==> src/hw/power_down_control_pkg.sv <==
`default_nettype none

package power_down_control_pkg;

  // ==========================================================
  // Register map
  // ==========================================================
  localparam logic [31:0] PDC_ADDR = 32'hffff8614;
  localparam logic [7:0] PDC_RESET = 8'h1f;
  localparam int DEPTH_BIT = 7;
  localparam int FLOAT_BIT = 6;
  localparam int ZERO_BIT = 5;
  localparam logic [4:0] ONES_FIELD = 5'h1f;
  localparam logic DEPTH_RESET = PDC_RESET[DEPTH_BIT];
  localparam logic FLOAT_RESET = PDC_RESET[FLOAT_BIT];

  // ==========================================================
  // Clock restart after standby
  // ==========================================================
  localparam int CLK_PERIOD_NS = 25;
  localparam int RESTART_NS = 100;
  // Least time, so round up
  localparam int RESTART_CYCLES = (RESTART_NS + CLK_PERIOD_NS - 1) / CLK_PERIOD_NS;
  typedef logic [2:0] restart_cnt_t;

  // ==========================================================
  // States and wake causes
  // ==========================================================
  typedef enum logic [1:0]
  {
    ST_RUN = 2'h0,
    ST_STANDBY = 2'h1,
    ST_RESTART = 2'h3,
    ST_SLEEP = 2'h2
  } pd_state_t;

  typedef enum logic [1:0]
  {
    CAUSE_NONE = 2'h0,
    CAUSE_IRQ = 2'h1,
    CAUSE_DMA = 2'h2,
    CAUSE_NMI = 2'h3
  } wake_cause_t;

endpackage : power_down_control_pkg

`default_nettype wire

==> src/hw/power_down_control.sv <==
// Function
// Sleep instruction with depth select 0 enters sleep: CPU halted, clock running.
// Sleep instruction with depth select 1 enters standby: clock, CPU, peripherals stopped.
// Control register, 8 bits, read/write, at 0xffff8614, any width, resets to 0x1f.
// Bit 7 picks depth: 0 sleep, 1 standby; resets to 0.
// Depth select cannot be set while watchdog runs; such write is ignored.
// Software stops the watchdog before choosing standby depth.
// Bit 6: 0 holds pins in standby, 1 floats port pins; resets to 0.
// Port float bit cannot be set while watchdog runs.
// Bit 5 reads 0, bits 4 to 0 read 1, whatever is written.
// Software writes 0 to bit 5 and ones to bits 4 to 0.
// CPU halts right after the sleep instruction, registers untouched.
// Peripherals keep their clock during sleep.
// An acceptable interrupt ends sleep, then interrupt exception processing.
// Masked or disabled interrupts leave sleep in place.
// Transfer controller address error ends sleep.
// Power-on reset ends sleep.
// Standby ends only on NMI or power-on reset.
// After NMI in standby, clock restarts before the CPU resumes.
`timescale 1ns/1ps
`default_nettype none

module power_down_control
#(
  parameter int LEVEL_W = 4
)
(
  input wire logic sys_clk_i,
  input wire logic reset_n_i,
  input wire logic wb_cyc_i,
  input wire logic wb_stb_i,
  input wire logic wb_we_i,
  input wire logic [31:0] wb_adr_i,
  input wire logic [3:0] wb_sel_i,
  input wire logic [31:0] wb_dat_i,
  output logic [31:0] wb_dat_o,
  output logic wb_ack_o,
  input wire logic watchdog_run_enable_i,
  input wire logic sleep_exec_i,
  input wire logic irq_req_i,
  input wire logic irq_src_enable_i,
  input wire logic [LEVEL_W-1:0] irq_level_i,
  input wire logic [LEVEL_W-1:0] status_mask_i,
  input wire logic dma_addr_err_i,
  input wire logic nmi_i,
  output logic cpu_halt_o,
  output logic clk_run_o,
  output logic periph_clk_en_o,
  output logic port_float_o,
  output logic wake_o,
  output logic [1:0] wake_cause_o,
  output logic [1:0] mode_o
);

  // ==========================================================
  // Bus slave
  // ==========================================================
  logic depth_ff;
  logic float_ff;
  logic ack_ff;
  logic [31:0] rdata_ff;
  logic req;
  logic hit;
  logic wr_commit;
  logic [7:0] reg_view;

  assign req = wb_cyc_i && wb_stb_i;
  assign hit = wb_adr_i[31:2] == power_down_control_pkg::PDC_ADDR[31:2];
  // Write lands on the edge where the master samples ack
  assign wr_commit = req && ack_ff && wb_we_i && hit && wb_sel_i[0];

  assign reg_view = {depth_ff, float_ff, 1'b0, power_down_control_pkg::ONES_FIELD};

  always_ff @(posedge sys_clk_i or negedge reset_n_i)
  begin
    if (!reset_n_i)
    begin
      ack_ff <= 1'b0;
    end
    else
    begin
      ack_ff <= req && !ack_ff;
    end
  end

  // Unmapped addresses answer with zero data
  always_ff @(posedge sys_clk_i or negedge reset_n_i)
  begin
    if (!reset_n_i)
    begin
      rdata_ff <= 32'h0;
    end
    else if (req && !ack_ff)
    begin
      rdata_ff <= hit ? {24'h0, reg_view} : 32'h0;
    end
  end

  assign wb_ack_o = ack_ff;
  assign wb_dat_o = rdata_ff;

  // ==========================================================
  // Control bits
  // ==========================================================
  // A one is refused while the watchdog runs; a zero always lands
  always_ff @(posedge sys_clk_i or negedge reset_n_i)
  begin
    if (!reset_n_i)
    begin
      depth_ff <= power_down_control_pkg::DEPTH_RESET;
    end
    else if (wr_commit)
    begin
      if (!wb_dat_i[power_down_control_pkg::DEPTH_BIT])
      begin
        depth_ff <= 1'b0;
      end
      else if (!watchdog_run_enable_i)
      begin
        depth_ff <= 1'b1;
      end
    end
  end

  always_ff @(posedge sys_clk_i or negedge reset_n_i)
  begin
    if (!reset_n_i)
    begin
      float_ff <= power_down_control_pkg::FLOAT_RESET;
    end
    else if (wr_commit)
    begin
      if (!wb_dat_i[power_down_control_pkg::FLOAT_BIT])
      begin
        float_ff <= 1'b0;
      end
      else if (!watchdog_run_enable_i)
      begin
        float_ff <= 1'b1;
      end
    end
  end

  // ==========================================================
  // NMI pin synchroniser and edge
  // ==========================================================
  logic nmi_meta_ff;
  logic nmi_sync_ff;
  logic nmi_last_ff;
  logic nmi_edge;

  always_ff @(posedge sys_clk_i or negedge reset_n_i)
  begin
    if (!reset_n_i)
    begin
      nmi_meta_ff <= 1'b0;
      nmi_sync_ff <= 1'b0;
      nmi_last_ff <= 1'b0;
    end
    else
    begin
      nmi_meta_ff <= nmi_i;
      nmi_sync_ff <= nmi_meta_ff;
      nmi_last_ff <= nmi_sync_ff;
    end
  end

  assign nmi_edge = nmi_sync_ff && !nmi_last_ff;

  // ==========================================================
  // Power-down sequencer
  // ==========================================================
  power_down_control_pkg::pd_state_t state_ff;
  power_down_control_pkg::pd_state_t nxt_state;
  power_down_control_pkg::restart_cnt_t cnt_ff;
  power_down_control_pkg::wake_cause_t nxt_cause;
  logic irq_accept;

  // Priority must beat the mask, and the source must be enabled
  assign irq_accept = irq_req_i && irq_src_enable_i && (irq_level_i > status_mask_i);

  always_comb
  begin
    nxt_state = state_ff;
    nxt_cause = power_down_control_pkg::CAUSE_NONE;
    case (state_ff)
      power_down_control_pkg::ST_RUN:
      begin
        if (sleep_exec_i)
        begin
          if (depth_ff)
          begin
            nxt_state = power_down_control_pkg::ST_STANDBY;
          end
          else
          begin
            nxt_state = power_down_control_pkg::ST_SLEEP;
          end
        end
      end
      power_down_control_pkg::ST_SLEEP:
      begin
        if (nmi_edge)
        begin
          nxt_state = power_down_control_pkg::ST_RUN;
          nxt_cause = power_down_control_pkg::CAUSE_NMI;
        end
        else if (dma_addr_err_i)
        begin
          nxt_state = power_down_control_pkg::ST_RUN;
          nxt_cause = power_down_control_pkg::CAUSE_DMA;
        end
        else if (irq_accept)
        begin
          nxt_state = power_down_control_pkg::ST_RUN;
          nxt_cause = power_down_control_pkg::CAUSE_IRQ;
        end
      end
      power_down_control_pkg::ST_STANDBY:
      begin
        // Ordinary interrupts and bus errors are deaf here
        if (nmi_edge)
        begin
          nxt_state = power_down_control_pkg::ST_RESTART;
        end
      end
      power_down_control_pkg::ST_RESTART:
      begin
        if (cnt_ff == power_down_control_pkg::restart_cnt_t'(0))
        begin
          nxt_state = power_down_control_pkg::ST_RUN;
          nxt_cause = power_down_control_pkg::CAUSE_NMI;
        end
      end
      default:
      begin
        nxt_state = power_down_control_pkg::ST_RUN;
      end
    endcase
  end

  // Power-on reset drops any mode straight back to run
  always_ff @(posedge sys_clk_i or negedge reset_n_i)
  begin
    if (!reset_n_i)
    begin
      state_ff <= power_down_control_pkg::ST_RUN;
    end
    else
    begin
      state_ff <= nxt_state;
    end
  end

  always_ff @(posedge sys_clk_i or negedge reset_n_i)
  begin
    if (!reset_n_i)
    begin
      cnt_ff <= power_down_control_pkg::restart_cnt_t'(0);
    end
    else if (nxt_state == power_down_control_pkg::ST_RESTART && state_ff != nxt_state)
    begin
      cnt_ff <= power_down_control_pkg::restart_cnt_t'(power_down_control_pkg::RESTART_CYCLES - 1);
    end
    else if (cnt_ff != power_down_control_pkg::restart_cnt_t'(0))
    begin
      cnt_ff <= cnt_ff - power_down_control_pkg::restart_cnt_t'(1);
    end
  end

  // ==========================================================
  // Outputs, registered from the next state
  // ==========================================================
  logic halt_ff;
  logic clk_ff;
  logic float_out_ff;
  logic wake_ff;
  logic [1:0] cause_ff;

  always_ff @(posedge sys_clk_i or negedge reset_n_i)
  begin
    if (!reset_n_i)
    begin
      halt_ff <= 1'b0;
      clk_ff <= 1'b1;
      float_out_ff <= 1'b0;
    end
    else
    begin
      halt_ff <= nxt_state != power_down_control_pkg::ST_RUN;
      clk_ff <= nxt_state != power_down_control_pkg::ST_STANDBY;
      float_out_ff <= float_ff && nxt_state == power_down_control_pkg::ST_STANDBY;
    end
  end

  always_ff @(posedge sys_clk_i or negedge reset_n_i)
  begin
    if (!reset_n_i)
    begin
      wake_ff <= 1'b0;
      cause_ff <= power_down_control_pkg::CAUSE_NONE;
    end
    else
    begin
      wake_ff <= nxt_cause != power_down_control_pkg::CAUSE_NONE;
      if (nxt_cause != power_down_control_pkg::CAUSE_NONE)
      begin
        cause_ff <= nxt_cause;
      end
    end
  end

  assign cpu_halt_o = halt_ff;
  assign clk_run_o = clk_ff;
  assign periph_clk_en_o = clk_ff;
  assign port_float_o = float_out_ff;
  assign wake_o = wake_ff;
  assign wake_cause_o = cause_ff;
  assign mode_o = state_ff;
endmodule : power_down_control

`default_nettype wire

==> config.mk <==
export PLATFORM = sky130hd
export DESIGN_NAME = power_down_control
export DESIGN_NICKNAME = d
export VERILOG_FILES = /design/src/hw/power_down_control_pkg.sv /design/src/hw/power_down_control.sv
export SDC_FILE = /design/constraint.sdc
export NUM_CORES = 1
export LEC_CHECK = 0
export BUFFER_PORTS_ARGS = -buffer_cell sky130_fd_sc_hd__clkbuf_2
export CORE_ASPECT_RATIO = 1.2
export CORE_MARGIN = 2
export CORE_UTILIZATION = 35
export DETAILED_ROUTE_END_ITERATION = 8
export GPL_TIMING_DRIVEN = 0
export HOLD_SLACK_MARGIN = 0.05
export PLACE_DENSITY = 0.81
export SLEW_MARGIN = 20
export SYNTH_ARGS = -nofsm -noshare
export SYNTH_HDL_FRONTEND = slang
export SYNTH_SLANG_ARGS = --single-unit
export TNS_END_PERCENT = 1
==> constraint.sdc <==
create_clock -name sys_clk_i -period 1.6 [get_ports sys_clk_i]
set_input_delay 0.32 -clock sys_clk_i [delete_from_list [all_inputs] [get_ports sys_clk_i]]
set_output_delay 0.32 -clock sys_clk_i [all_outputs]
set_load 0.01 [all_outputs]
==> results of run 1 <==
repair_timing:
action                                  4_1_cts  5_1_grt
hold buffers                                  1        0
endpoints found under the setup margin        0        4
resized for setup                             0        1
hold endpoints to repair                     19        0
layout make-up:
cell class | instances | share of cell area [%]
Clock inverter | 1 | 1.69
Buffer | 31 | 12.9
Multi-Input combinational cell | 94 | 30.6
Inverter | 10 | 2.11
Clock buffer | 3 | 2.32
Timing Repair Buffer | 69 | 19.7
Tap cell | 37 | 2.60
Sequential cell | 20 | 28.2
worst min-delay path by stage:
| stage | from | to | cells after the start |
|---|---|---|---|
| after CTS | nmi_i | nmi_meta_ff$_DFF_PN0_ | 1 |
| after global routing | nmi_i | nmi_meta_ff$_DFF_PN0_ | 1 |
| after global placement | reset_n_i | wake_cause_o[1]$_DFFE_PN0P_ | 1 |
| final | nmi_i | nmi_meta_ff$_DFF_PN0_ | 1 |
| after floorplan | reset_n_i | cnt_ff[0]$_DFFE_PN0P_ | 0 |
| after detailed placement | reset_n_i | wake_cause_o[1]$_DFFE_PN0P_ | 1 |
critical path: stages, from the launching register on:
cell and delay, ps:
dfrtp_1 360, inv_1 100, ha_1 170, nor2b_2 240, o21a_1 210, o21ai_1 120
o21a_1 130
layer usage:
layer,GRT usage [%],share of wire [%],up-vias
met2,24.0,58,33
li1,-,-,586
met1,14.6,35,506
met4,5.23,1.3,0
met5,0,0,-
met3,1.87,5.1,6
registers in the layout, indices dropped and copies added (netlist names):
register / flops
wake_o: 1
wb_ack_o: 1
depth_ff: 1
port_float_o: 1
cpu_halt_o: 1
nmi_sync_ff: 1
nmi_meta_ff: 1
wb_dat_o: 3
wake_cause_o: 2
clk_run_o: 1
float_ff: 1
mode_o: 2
nmi_last_ff: 1
cnt_ff: 3
power by group:
part | total [mW] | internal, mW | switching, mW
Clock | 0.486 | 0.333 | 0.153
Combinational | 0.288 | 0.151 | 0.136
Sequential | 0.567 | 0.540 | 0.0273
Yosys cell counts, drive strengths merged, types with 2 or more instances:
library cell	count
a21oi	4
buf	30
dfrtp	19
ha	6
inv	10
nand2	10
nand2b	2
nand3	3
nand4	6
nor2	6
nor2b	3
nor3	4
o21a	2
o21ai	3
o22a	2
or2	3
through the flow:
| stage | hold slack [ps] | total power, mW | setup TNS [ps] | std cells |
|---|---|---|---|---|
| 3_5_place_dp | 301 | 0.861 | -199 | 260 |
| 3_3_place_gp | 296 | 0.853 | -118 | 260 |
| 6_report | 168 | 1.34 | 0 | 265 |
| 4_1_cts | 163 | 1.35 | 0 | 265 |
| 5_1_grt | 157 | 1.41 | 0 | 265 |
| 2_1_floorplan | 24.4 | 0.736 | 0 | 155 |
cell families (layout without fill, tap and decap cells):
kind of cell | after synthesis | after routing
mux | 1 | 1
compound gates | 20 | 20
fa+ha+maj | 6 | 6
buf+inv | 41 | 114
flops | 20 | 20
xor+xnor | 1 | 1
simple gates | 41 | 41
other cells | 1 | 25
==> flow_summary.json, run 1 <==
{
  "outcome": "finished, final reports clean",
  "synth-xor-area-share_pct": 0.717,
  "rrSetupSlack_ps": 150,
  "utilization_pct": 53.4,
  "muxShareOfSynthArea_pct": 0.820,
  "yosysTopAreaCell": "dfrtp_1",
  "fmax_ghz": 0.691,
  "start_util_pct": 36.6,
  "h-tree-depth": 1,
  "final.fill_count": 326,
  "ir_drop_v": 0.000605,
  "die_x_um": 57.9,
  "cp.required_ps": 1740,
  "rr_startpoint": "cnt_ff[0]$_DFFE_PN0P_",
  "post-place-ws_ps": -105,
  "gp_congestion": 0.747,
  "final_area_um2": 1780,
  "ys.flop_type": "dfrtp_1",
  "grt.overflow.total": 0,
  "yosysUniqueCellTypes": 36,
  "cp.arrival_ps": 1580,
  "insertion_delay_ps": 250,
  "synthSimpleGateAreaFrac_pct": 17.6,
  "max-clock-path-buffers": 2,
  "cts_made_buffers": 3,
  "grt_pass1_vias": 965,
  "worstPathMaxFanout": 4,
  "drive_above_1_share_pct": 46.9,
  "final_cell_mix": "clkbuf_2 (68), buf_4 (30), conb_1 (25)",
  "vias": 1131,
  "final-max-slew-violation-count": 0,
  "cp-endpoint": "mode_o[1]$_DFF_PN0_",
  "synthTopCellsByArea": "dfrtp_1 (39%), buf_4 (18%), ha_1 (6.1%)",
  "first_iter_violations": 42,
  "ys_seq_area_share_pct": 41.1,
  "async_flop_share_pct": 100,
  "io_buffers": 68,
  "hold_viol": 0,
  "synth_compound_area_share_pct": 11.5,
  "min_period_ps": 1450,
  "synth_fa_ha_area_share_pct": 6.15,
  "fin_skew_ps": 4.17,
  "layout.nets": 322,
  "worst_setup_path_end_kind": "register",
  "grt_util_all_layers_pct": 12.8,
  "synth_edf_count": 0,
  "cts_tree": "yes",
  "viasPerCell": 4.27,
  "power_leakage_nw": 1.03,
  "synth_area_per_cell_um2": 9.32,
  "worstSetupStartpointType": "register",
  "grt_pass1_wl_mm": 3.97,
  "dieArea_um2": 3980,
  "regArea_um2": 502,
  "cap_violations": 0,
  "path_class": "register to register",
  "post_cts_buffers": 0,
  "synth_top_area_share_pct": 38.9,
  "power.density_nw_per_um2": 752,
  "syn-cell-area_um2": 1220,
  "setup_viol": 0,
  "grt_start_max_net_pins": 21,
  "worst-r2r-cell-count": 6,
  "ioPinCount": 129,
  "rsz0062_at_grt": "false",
  "dieHeight_um": 68.7,
  "dpl.hpwl_mm": 2.31,
  "diodes": 0,
  "synth_top_family_by_area": "buffers and inverters",
  "wl_per_cell_um": 10.0,
  "drt_first_pass_iters": 5,
  "layout_commonest_cell": "clkbuf_2",
  "drc": 0,
  "ys_warn_count": 0,
  "fp-row-count": 23,
  "cts.sinks": 20,
  "critPathLaunch": "cnt_ff[0]$_DFFE_PN0P_",
  "core_area_um2": 3340,
  "wl_mm": 2.65,
  "clockRootBuffer": "clkbuf_8",
  "antenna_found_initial": 0,
  "synth-seq-cells": 20,
  "postRouteAntennaNets": 0,
  "rr_endpoint": "mode_o[1]$_DFF_PN0_",
  "final.period_utilization_pct": 90.4,
  "multi_input_area_um2": 546,
  "area_growth_pct": 45.9,
  "syn_inst": 131,
  "layout_setup_ws_ps": 153,
  "place_area_um2": 1700,
  "path_clk_slew_ps": 70,
  "min_path_type": "input pin to register"
}
Power figures use the tool's default switching activity.
==> run 2: changes to the inputs <==
--- a/config.mk
+++ b/config.mk
@@ -6,9 +6,11 @@
 export NUM_CORES = 1
 export LEC_CHECK = 0
 export BUFFER_PORTS_ARGS = -buffer_cell sky130_fd_sc_hd__clkbuf_2
+export CELL_PAD_IN_SITES_DETAIL_PLACEMENT = 0
+export CELL_PAD_IN_SITES_GLOBAL_PLACEMENT = 2
 export CORE_ASPECT_RATIO = 1.2
 export CORE_MARGIN = 2
-export CORE_UTILIZATION = 35
+export CORE_UTILIZATION = 17
 export DETAILED_ROUTE_END_ITERATION = 8
 export GPL_TIMING_DRIVEN = 0
 export HOLD_SLACK_MARGIN = 0.05
==> constraint.sdc (replaced) <==
create_clock -name sys_clk_i -period 1.61 [get_ports sys_clk_i]
set_input_delay 0.322 -clock sys_clk_i [delete_from_list [all_inputs] [get_ports sys_clk_i]]
set_output_delay 0.322 -clock sys_clk_i [all_outputs]
set_load 0.01 [all_outputs]
==> run 2 against run 1 <==
Compared with the run above: largest power group unchanged; total power decreased by 0.24%; largest cell class unchanged; highest routed layer unchanged; count of clock-buffer cells in the layout is the same; final cell count is 19% higher.
==> flow_summary.json, run 2 (synthesis results as in run 1) <==
{
  "drt_first_pass_iters": 4,
  "cp.required_ps": 1750,
  "outcome": "finished, final reports clean",
  "layout_commonest_cell": "clkbuf_2",
  "die_x_um": 81.4,
  "worst_setup_path_end_kind": "register",
  "gr-usage-met1_pct": 7.75,
  "insertion_delay_ps": 250,
  "io_buffers": 68,
  "cp.arrival_ps": 1580,
  "setup_tns_ps": 0,
  "cts.sinks": 20,
  "cap_violations": 0,
  "fmax_ghz": 0.692,
  "min_period_ps": 1450,
  "wl_mm": 2.85,
  "cts_tree": "yes",
  "final_area_um2": 1850,
  "hold_ws_ps": 180,
  "final-max-slew-violation-count": 0,
  "cts_made_buffers": 3,
  "grt.overflow.total": 0,
  "max-clock-path-buffers": 2,
  "dieHeight_um": 96.8,
  "final.period_utilization_pct": 89.8,
  "start_util_pct": 17.7,
  "grt_pass1_vias": 1125,
  "ir_drop_v": 0.000422,
  "final_cell_mix": "clkbuf_2 (68), buf_4 (30), conb_1 (25)",
  "hold_depth": 1,
  "top_usage_layer": "met2",
  "clockRootBuffer": "clkbuf_8",
  "gp_congestion": 0.727,
  "rsz0062_at_grt": "false",
  "power_leakage_nw": 1.04,
  "gr-usage-met2_pct": 13.4,
  "worstPathMaxFanout": 4,
  "grt_start_max_net_pins": 21,
  "max_stage_delay_ps": 360,
  "grt_pass1_wl_mm": 4.73,
  "dp_cells": 310,
  "worstSetupStartpointType": "register",
  "power.density_nw_per_um2": 723,
  "instances_no_fill": 315,
  "fin_skew_ps": 4.38,
  "setup_viol": 0,
  "wl_per_cell_um": 9.05,
  "path_class": "register to register",
  "path_clk_slew_ps": 70,
  "first_iter_violations": 14,
  "worst-r2r-cell-count": 6,
  "area_growth_pct": 51.4,
  "drive_above_1_share_pct": 46.9,
  "h-tree-depth": 1,
  "core_area_um2": 6900,
  "grt_util_all_layers_pct": 7.35,
  "dpl.hpwl_mm": 2.52,
  "place_area_um2": 1760,
  "viasPerCell": 3.55,
  "layout.nets": 322,
  "antenna_found_initial": 0,
  "dieArea_um2": 7880,
  "drc": 0,
  "diodes": 0,
  "cpMaxStageDelayCell": "dfrtp_1",
  "fp-row-count": 33,
  "postRouteAntennaNets": 0,
  "min_path_type": "input pin to register",
  "use_met3_pct": 2.15,
  "hold_viol": 0,
  "cp_cell_sequence": "inv_1, ha_1, nor2b_4, o21a_1, o21ai_1, o31a_1",
  "ioPinCount": 129,
  "vias": 1117
}
-- run 2: where the power goes --
part           switching (mW)  internal [mW]  total [mW]
Clock                   0.157          0.331       0.488
Combinational           0.136          0.149       0.285
Sequential             0.0283          0.536       0.565
Total                   0.321           1.02        1.34
-- run 2: critical path, delay by kind of cell (launching register included) --
kind | cells | cell delay (ps)
DFF | 1 | 360
adders and majority gates | 1 | 190
and+or+nand+nor | 1 | 190
buffers and inverters | 1 | 120
AOI/OAI and AO/OA | 3 | 460
-- run 2: per-layer routing --
metal,up-vias,routed length (um)
met2,42,1480
met1,484,1090
met5,-,0
met3,6,241
met4,0,40
li1,585,-
-- run 2: layout make-up --
class	instances	area (um2)
fill	756	5050
multi-input combinational	94	551
sequential	20	502
timing repair buffer	69	350
buffer	31	229
tap	87	109
clock buffer	3	41.3
inverter	10	37.5
clock inverter	1	30.0
-- run 2: repair_timing --
action                                  4_1_cts  5_1_grt
endpoints found under the hold margin        19        0
hold buffers                                  1        0
setup buffers                                 0        0
endpoints found under the setup margin        0        5
resized for setup                             0        2
-- run 2: path summary, 6_finish.rpt --
check / startpoint / endpoint / slack (ps)
max: cnt_ff[0]$_DFFE_PN0P_ / cpu_halt_o$_DFF_PN0_ / 160
min: nmi_i / nmi_meta_ff$_DFF_PN0_ / 180
max reg2reg: cnt_ff[0]$_DFFE_PN0P_ / cpu_halt_o$_DFF_PN0_ / 160
min reg2reg: nmi_meta_ff$_DFF_PN0_ / nmi_sync_ff$_DFF_PN0_ / 360
max in group asynchronous: reset_n_i / clk_run_o$_DFF_PN1_ / 710
min in group asynchronous: reset_n_i / cnt_ff[0]$_DFFE_PN0P_ / 550
-- run 2: metrics by stage --
step           worst slack, ps  power, mW  utilization [%]
2_1_floorplan              213      0.732                -
3_5_place_dp             -84.3      0.862             25.5
6_report                   164       1.34             26.8
3_3_place_gp             -84.6      0.858             25.5
4_1_cts                   8.75       1.36             26.7
5_1_grt                   44.5       1.42             26.8
==> run 3: changes to the inputs <==
--- a/config.mk
+++ b/config.mk
@@ -10,11 +10,11 @@
 export CELL_PAD_IN_SITES_GLOBAL_PLACEMENT = 2
 export CORE_ASPECT_RATIO = 1.2
 export CORE_MARGIN = 2
-export CORE_UTILIZATION = 17
+export CORE_UTILIZATION = 18
 export DETAILED_ROUTE_END_ITERATION = 8
 export GPL_TIMING_DRIVEN = 0
 export HOLD_SLACK_MARGIN = 0.05
-export PLACE_DENSITY = 0.81
+export PLACE_DENSITY = 0.95
 export SLEW_MARGIN = 20
 export SYNTH_ARGS = -nofsm -noshare
 export SYNTH_HDL_FRONTEND = slang
==> constraint.sdc (replaced) <==
create_clock -name sys_clk_i -period 1.7 [get_ports sys_clk_i]
set_input_delay 0.34 -clock sys_clk_i [delete_from_list [all_inputs] [get_ports sys_clk_i]]
set_output_delay 0.34 -clock sys_clk_i [all_outputs]
set_load 0.01 [all_outputs]
==> run 3 against run 2 <==
Compared with the run above: register-to-register slack improved by 70 ps; setup slack better by 70 ps; via count down 1.2%; maximum frequency is 1.4% lower; die area down 5.3%; sequential share of layout area up 0.35 points; non-clock buffer count is the same; core utilization is 1.3 points higher; final cell count decreased by 0.63%; wire length decreased by 5.9%.
==> flow_summary.json, run 3 (synthesis results as in run 1) <==
{
  "wl_per_cell_um": 8.57,
  "dieHeight_um": 94.2,
  "cts_made_buffers": 3,
  "viasPerCell": 3.53,
  "layout.nets": 322,
  "outcome": "finished, final reports clean",
  "wl_mm": 2.68,
  "drt_first_pass_iters": 4,
  "grt_pass1_vias": 967,
  "grt_util_all_layers_pct": 6.71,
  "final-max-slew-violation-count": 0,
  "layout_commonest_cell": "clkbuf_2",
  "fp-row-count": 32,
  "area_growth_pct": 49.5,
  "cp.required_ps": 1850,
  "core_area_um2": 6490,
  "ioPinCount": 129,
  "final_area_um2": 1830,
  "path_clk_slew_ps": 70,
  "start_util_pct": 18.8,
  "h-tree-depth": 1,
  "instances_no_fill": 313,
  "multi_input_area_um2": 546,
  "post-place-ws_ps": -10.4,
  "fin_skew_ps": 4.06,
  "insertion_delay_ps": 250,
  "cts.sinks": 20,
  "min_path_type": "input pin to register",
  "dpl.hpwl_mm": 2.39,
  "hold_viol": 0,
  "io_buffers": 68,
  "rsz0062_at_grt": "false",
  "utilization_pct": 28.1,
  "final_cell_mix": "clkbuf_2 (68), buf_4 (30), conb_1 (25)",
  "setup_tns_ps": 0,
  "max-clock-path-buffers": 2,
  "power.density_nw_per_um2": 633,
  "clockRootBuffer": "clkbuf_8",
  "drc": 0,
  "fmax_ghz": 0.682,
  "die_x_um": 79.2,
  "gp_congestion": 0.760,
  "dp_cells": 308,
  "final.fill_count": 715,
  "grt_pass1_wl_mm": 4.06,
  "ir_drop_v": 0.000217,
  "first_iter_violations": 30,
  "power_leakage_nw": 1.02,
  "postRouteAntennaNets": 0,
  "path_class": "register to register",
  "regArea_um2": 502,
  "grt.overflow.total": 0,
  "min_period_ps": 1470,
  "place_area_um2": 1760,
  "final.period_utilization_pct": 86.2,
  "setup_viol": 0,
  "cp.arrival_ps": 1610,
  "cap_violations": 0,
  "hold_ws_ps": 185,
  "worstSetupStartpointType": "register",
  "drive_above_1_share_pct": 46.9,
  "layout_setup_ws_ps": 234,
  "vias": 1104,
  "antenna_found_initial": 0,
  "worst_setup_path_end_kind": "register",
  "cts_tree": "yes",
  "grt_start_max_net_pins": 21,
  "diodes": 0,
  "post_cts_buffers": 0,
  "dieArea_um2": 7460,
  "worstPathMaxFanout": 4,
  "total_power_mw": 1.16
}
[run 3: final timing paths]
kind / from / end / slack [ps] / cells after the start
min reg2reg: nmi_meta_ff$_DFF_PN0_ / nmi_sync_ff$_DFF_PN0_ / 350 / 0
max: cnt_ff[0]$_DFFE_PN0P_ / cpu_halt_o$_DFF_PN0_ / 230 / 6
max in group asynchronous: reset_n_i / clk_run_o$_DFF_PN1_ / 780 / 2
max reg2reg: cnt_ff[0]$_DFFE_PN0P_ / cpu_halt_o$_DFF_PN0_ / 230 / 6
min: nmi_i / nmi_meta_ff$_DFF_PN0_ / 190 / 1
min in group asynchronous: reset_n_i / cpu_halt_o$_DFF_PN0_ / 560 / 2
[run 3: final cells by class]
class	count	share of cell area (%)
Buffer	31	12.5
Multi-Input combinational cell	94	29.9
Inverter	10	2.06
Tap cell	85	5.83
Timing Repair Buffer	69	19.2
Clock buffer	4	3.02
Sequential cell	20	27.5
[run 3: critical path: stages, from the launching register on]
cell     delay [ps]
dfrtp_1         370
inv_1           110
ha_1            180
nor2b_2         240
o21a_1          200
o21ai_1         130
o31a_1          120
[run 3: where the power goes]
| part | total (mW) | internal, mW | switching (mW) |
|---|---|---|---|
| Clock | 0.355 | 0.206 | 0.149 |
| Combinational | 0.266 | 0.141 | 0.125 |
| Sequential | 0.535 | 0.508 | 0.0275 |
[run 3: per-layer routing]
metal	part of all wire, %	GRT usage [%]	vias up
li1	-	-	583
met1	37	7.25	472
met2	53	12.1	44
met3	7.7	1.83	5
met4	1.8	3.02	0
met5	0	0	-
[run 3: repair_timing]
item | 4_1_cts | 5_1_grt
setup endpoints to repair | 0 | 3
hold buffers | 1 | 0
endpoints found under the hold margin | 11 | 0
gates resized for setup | 0 | 1
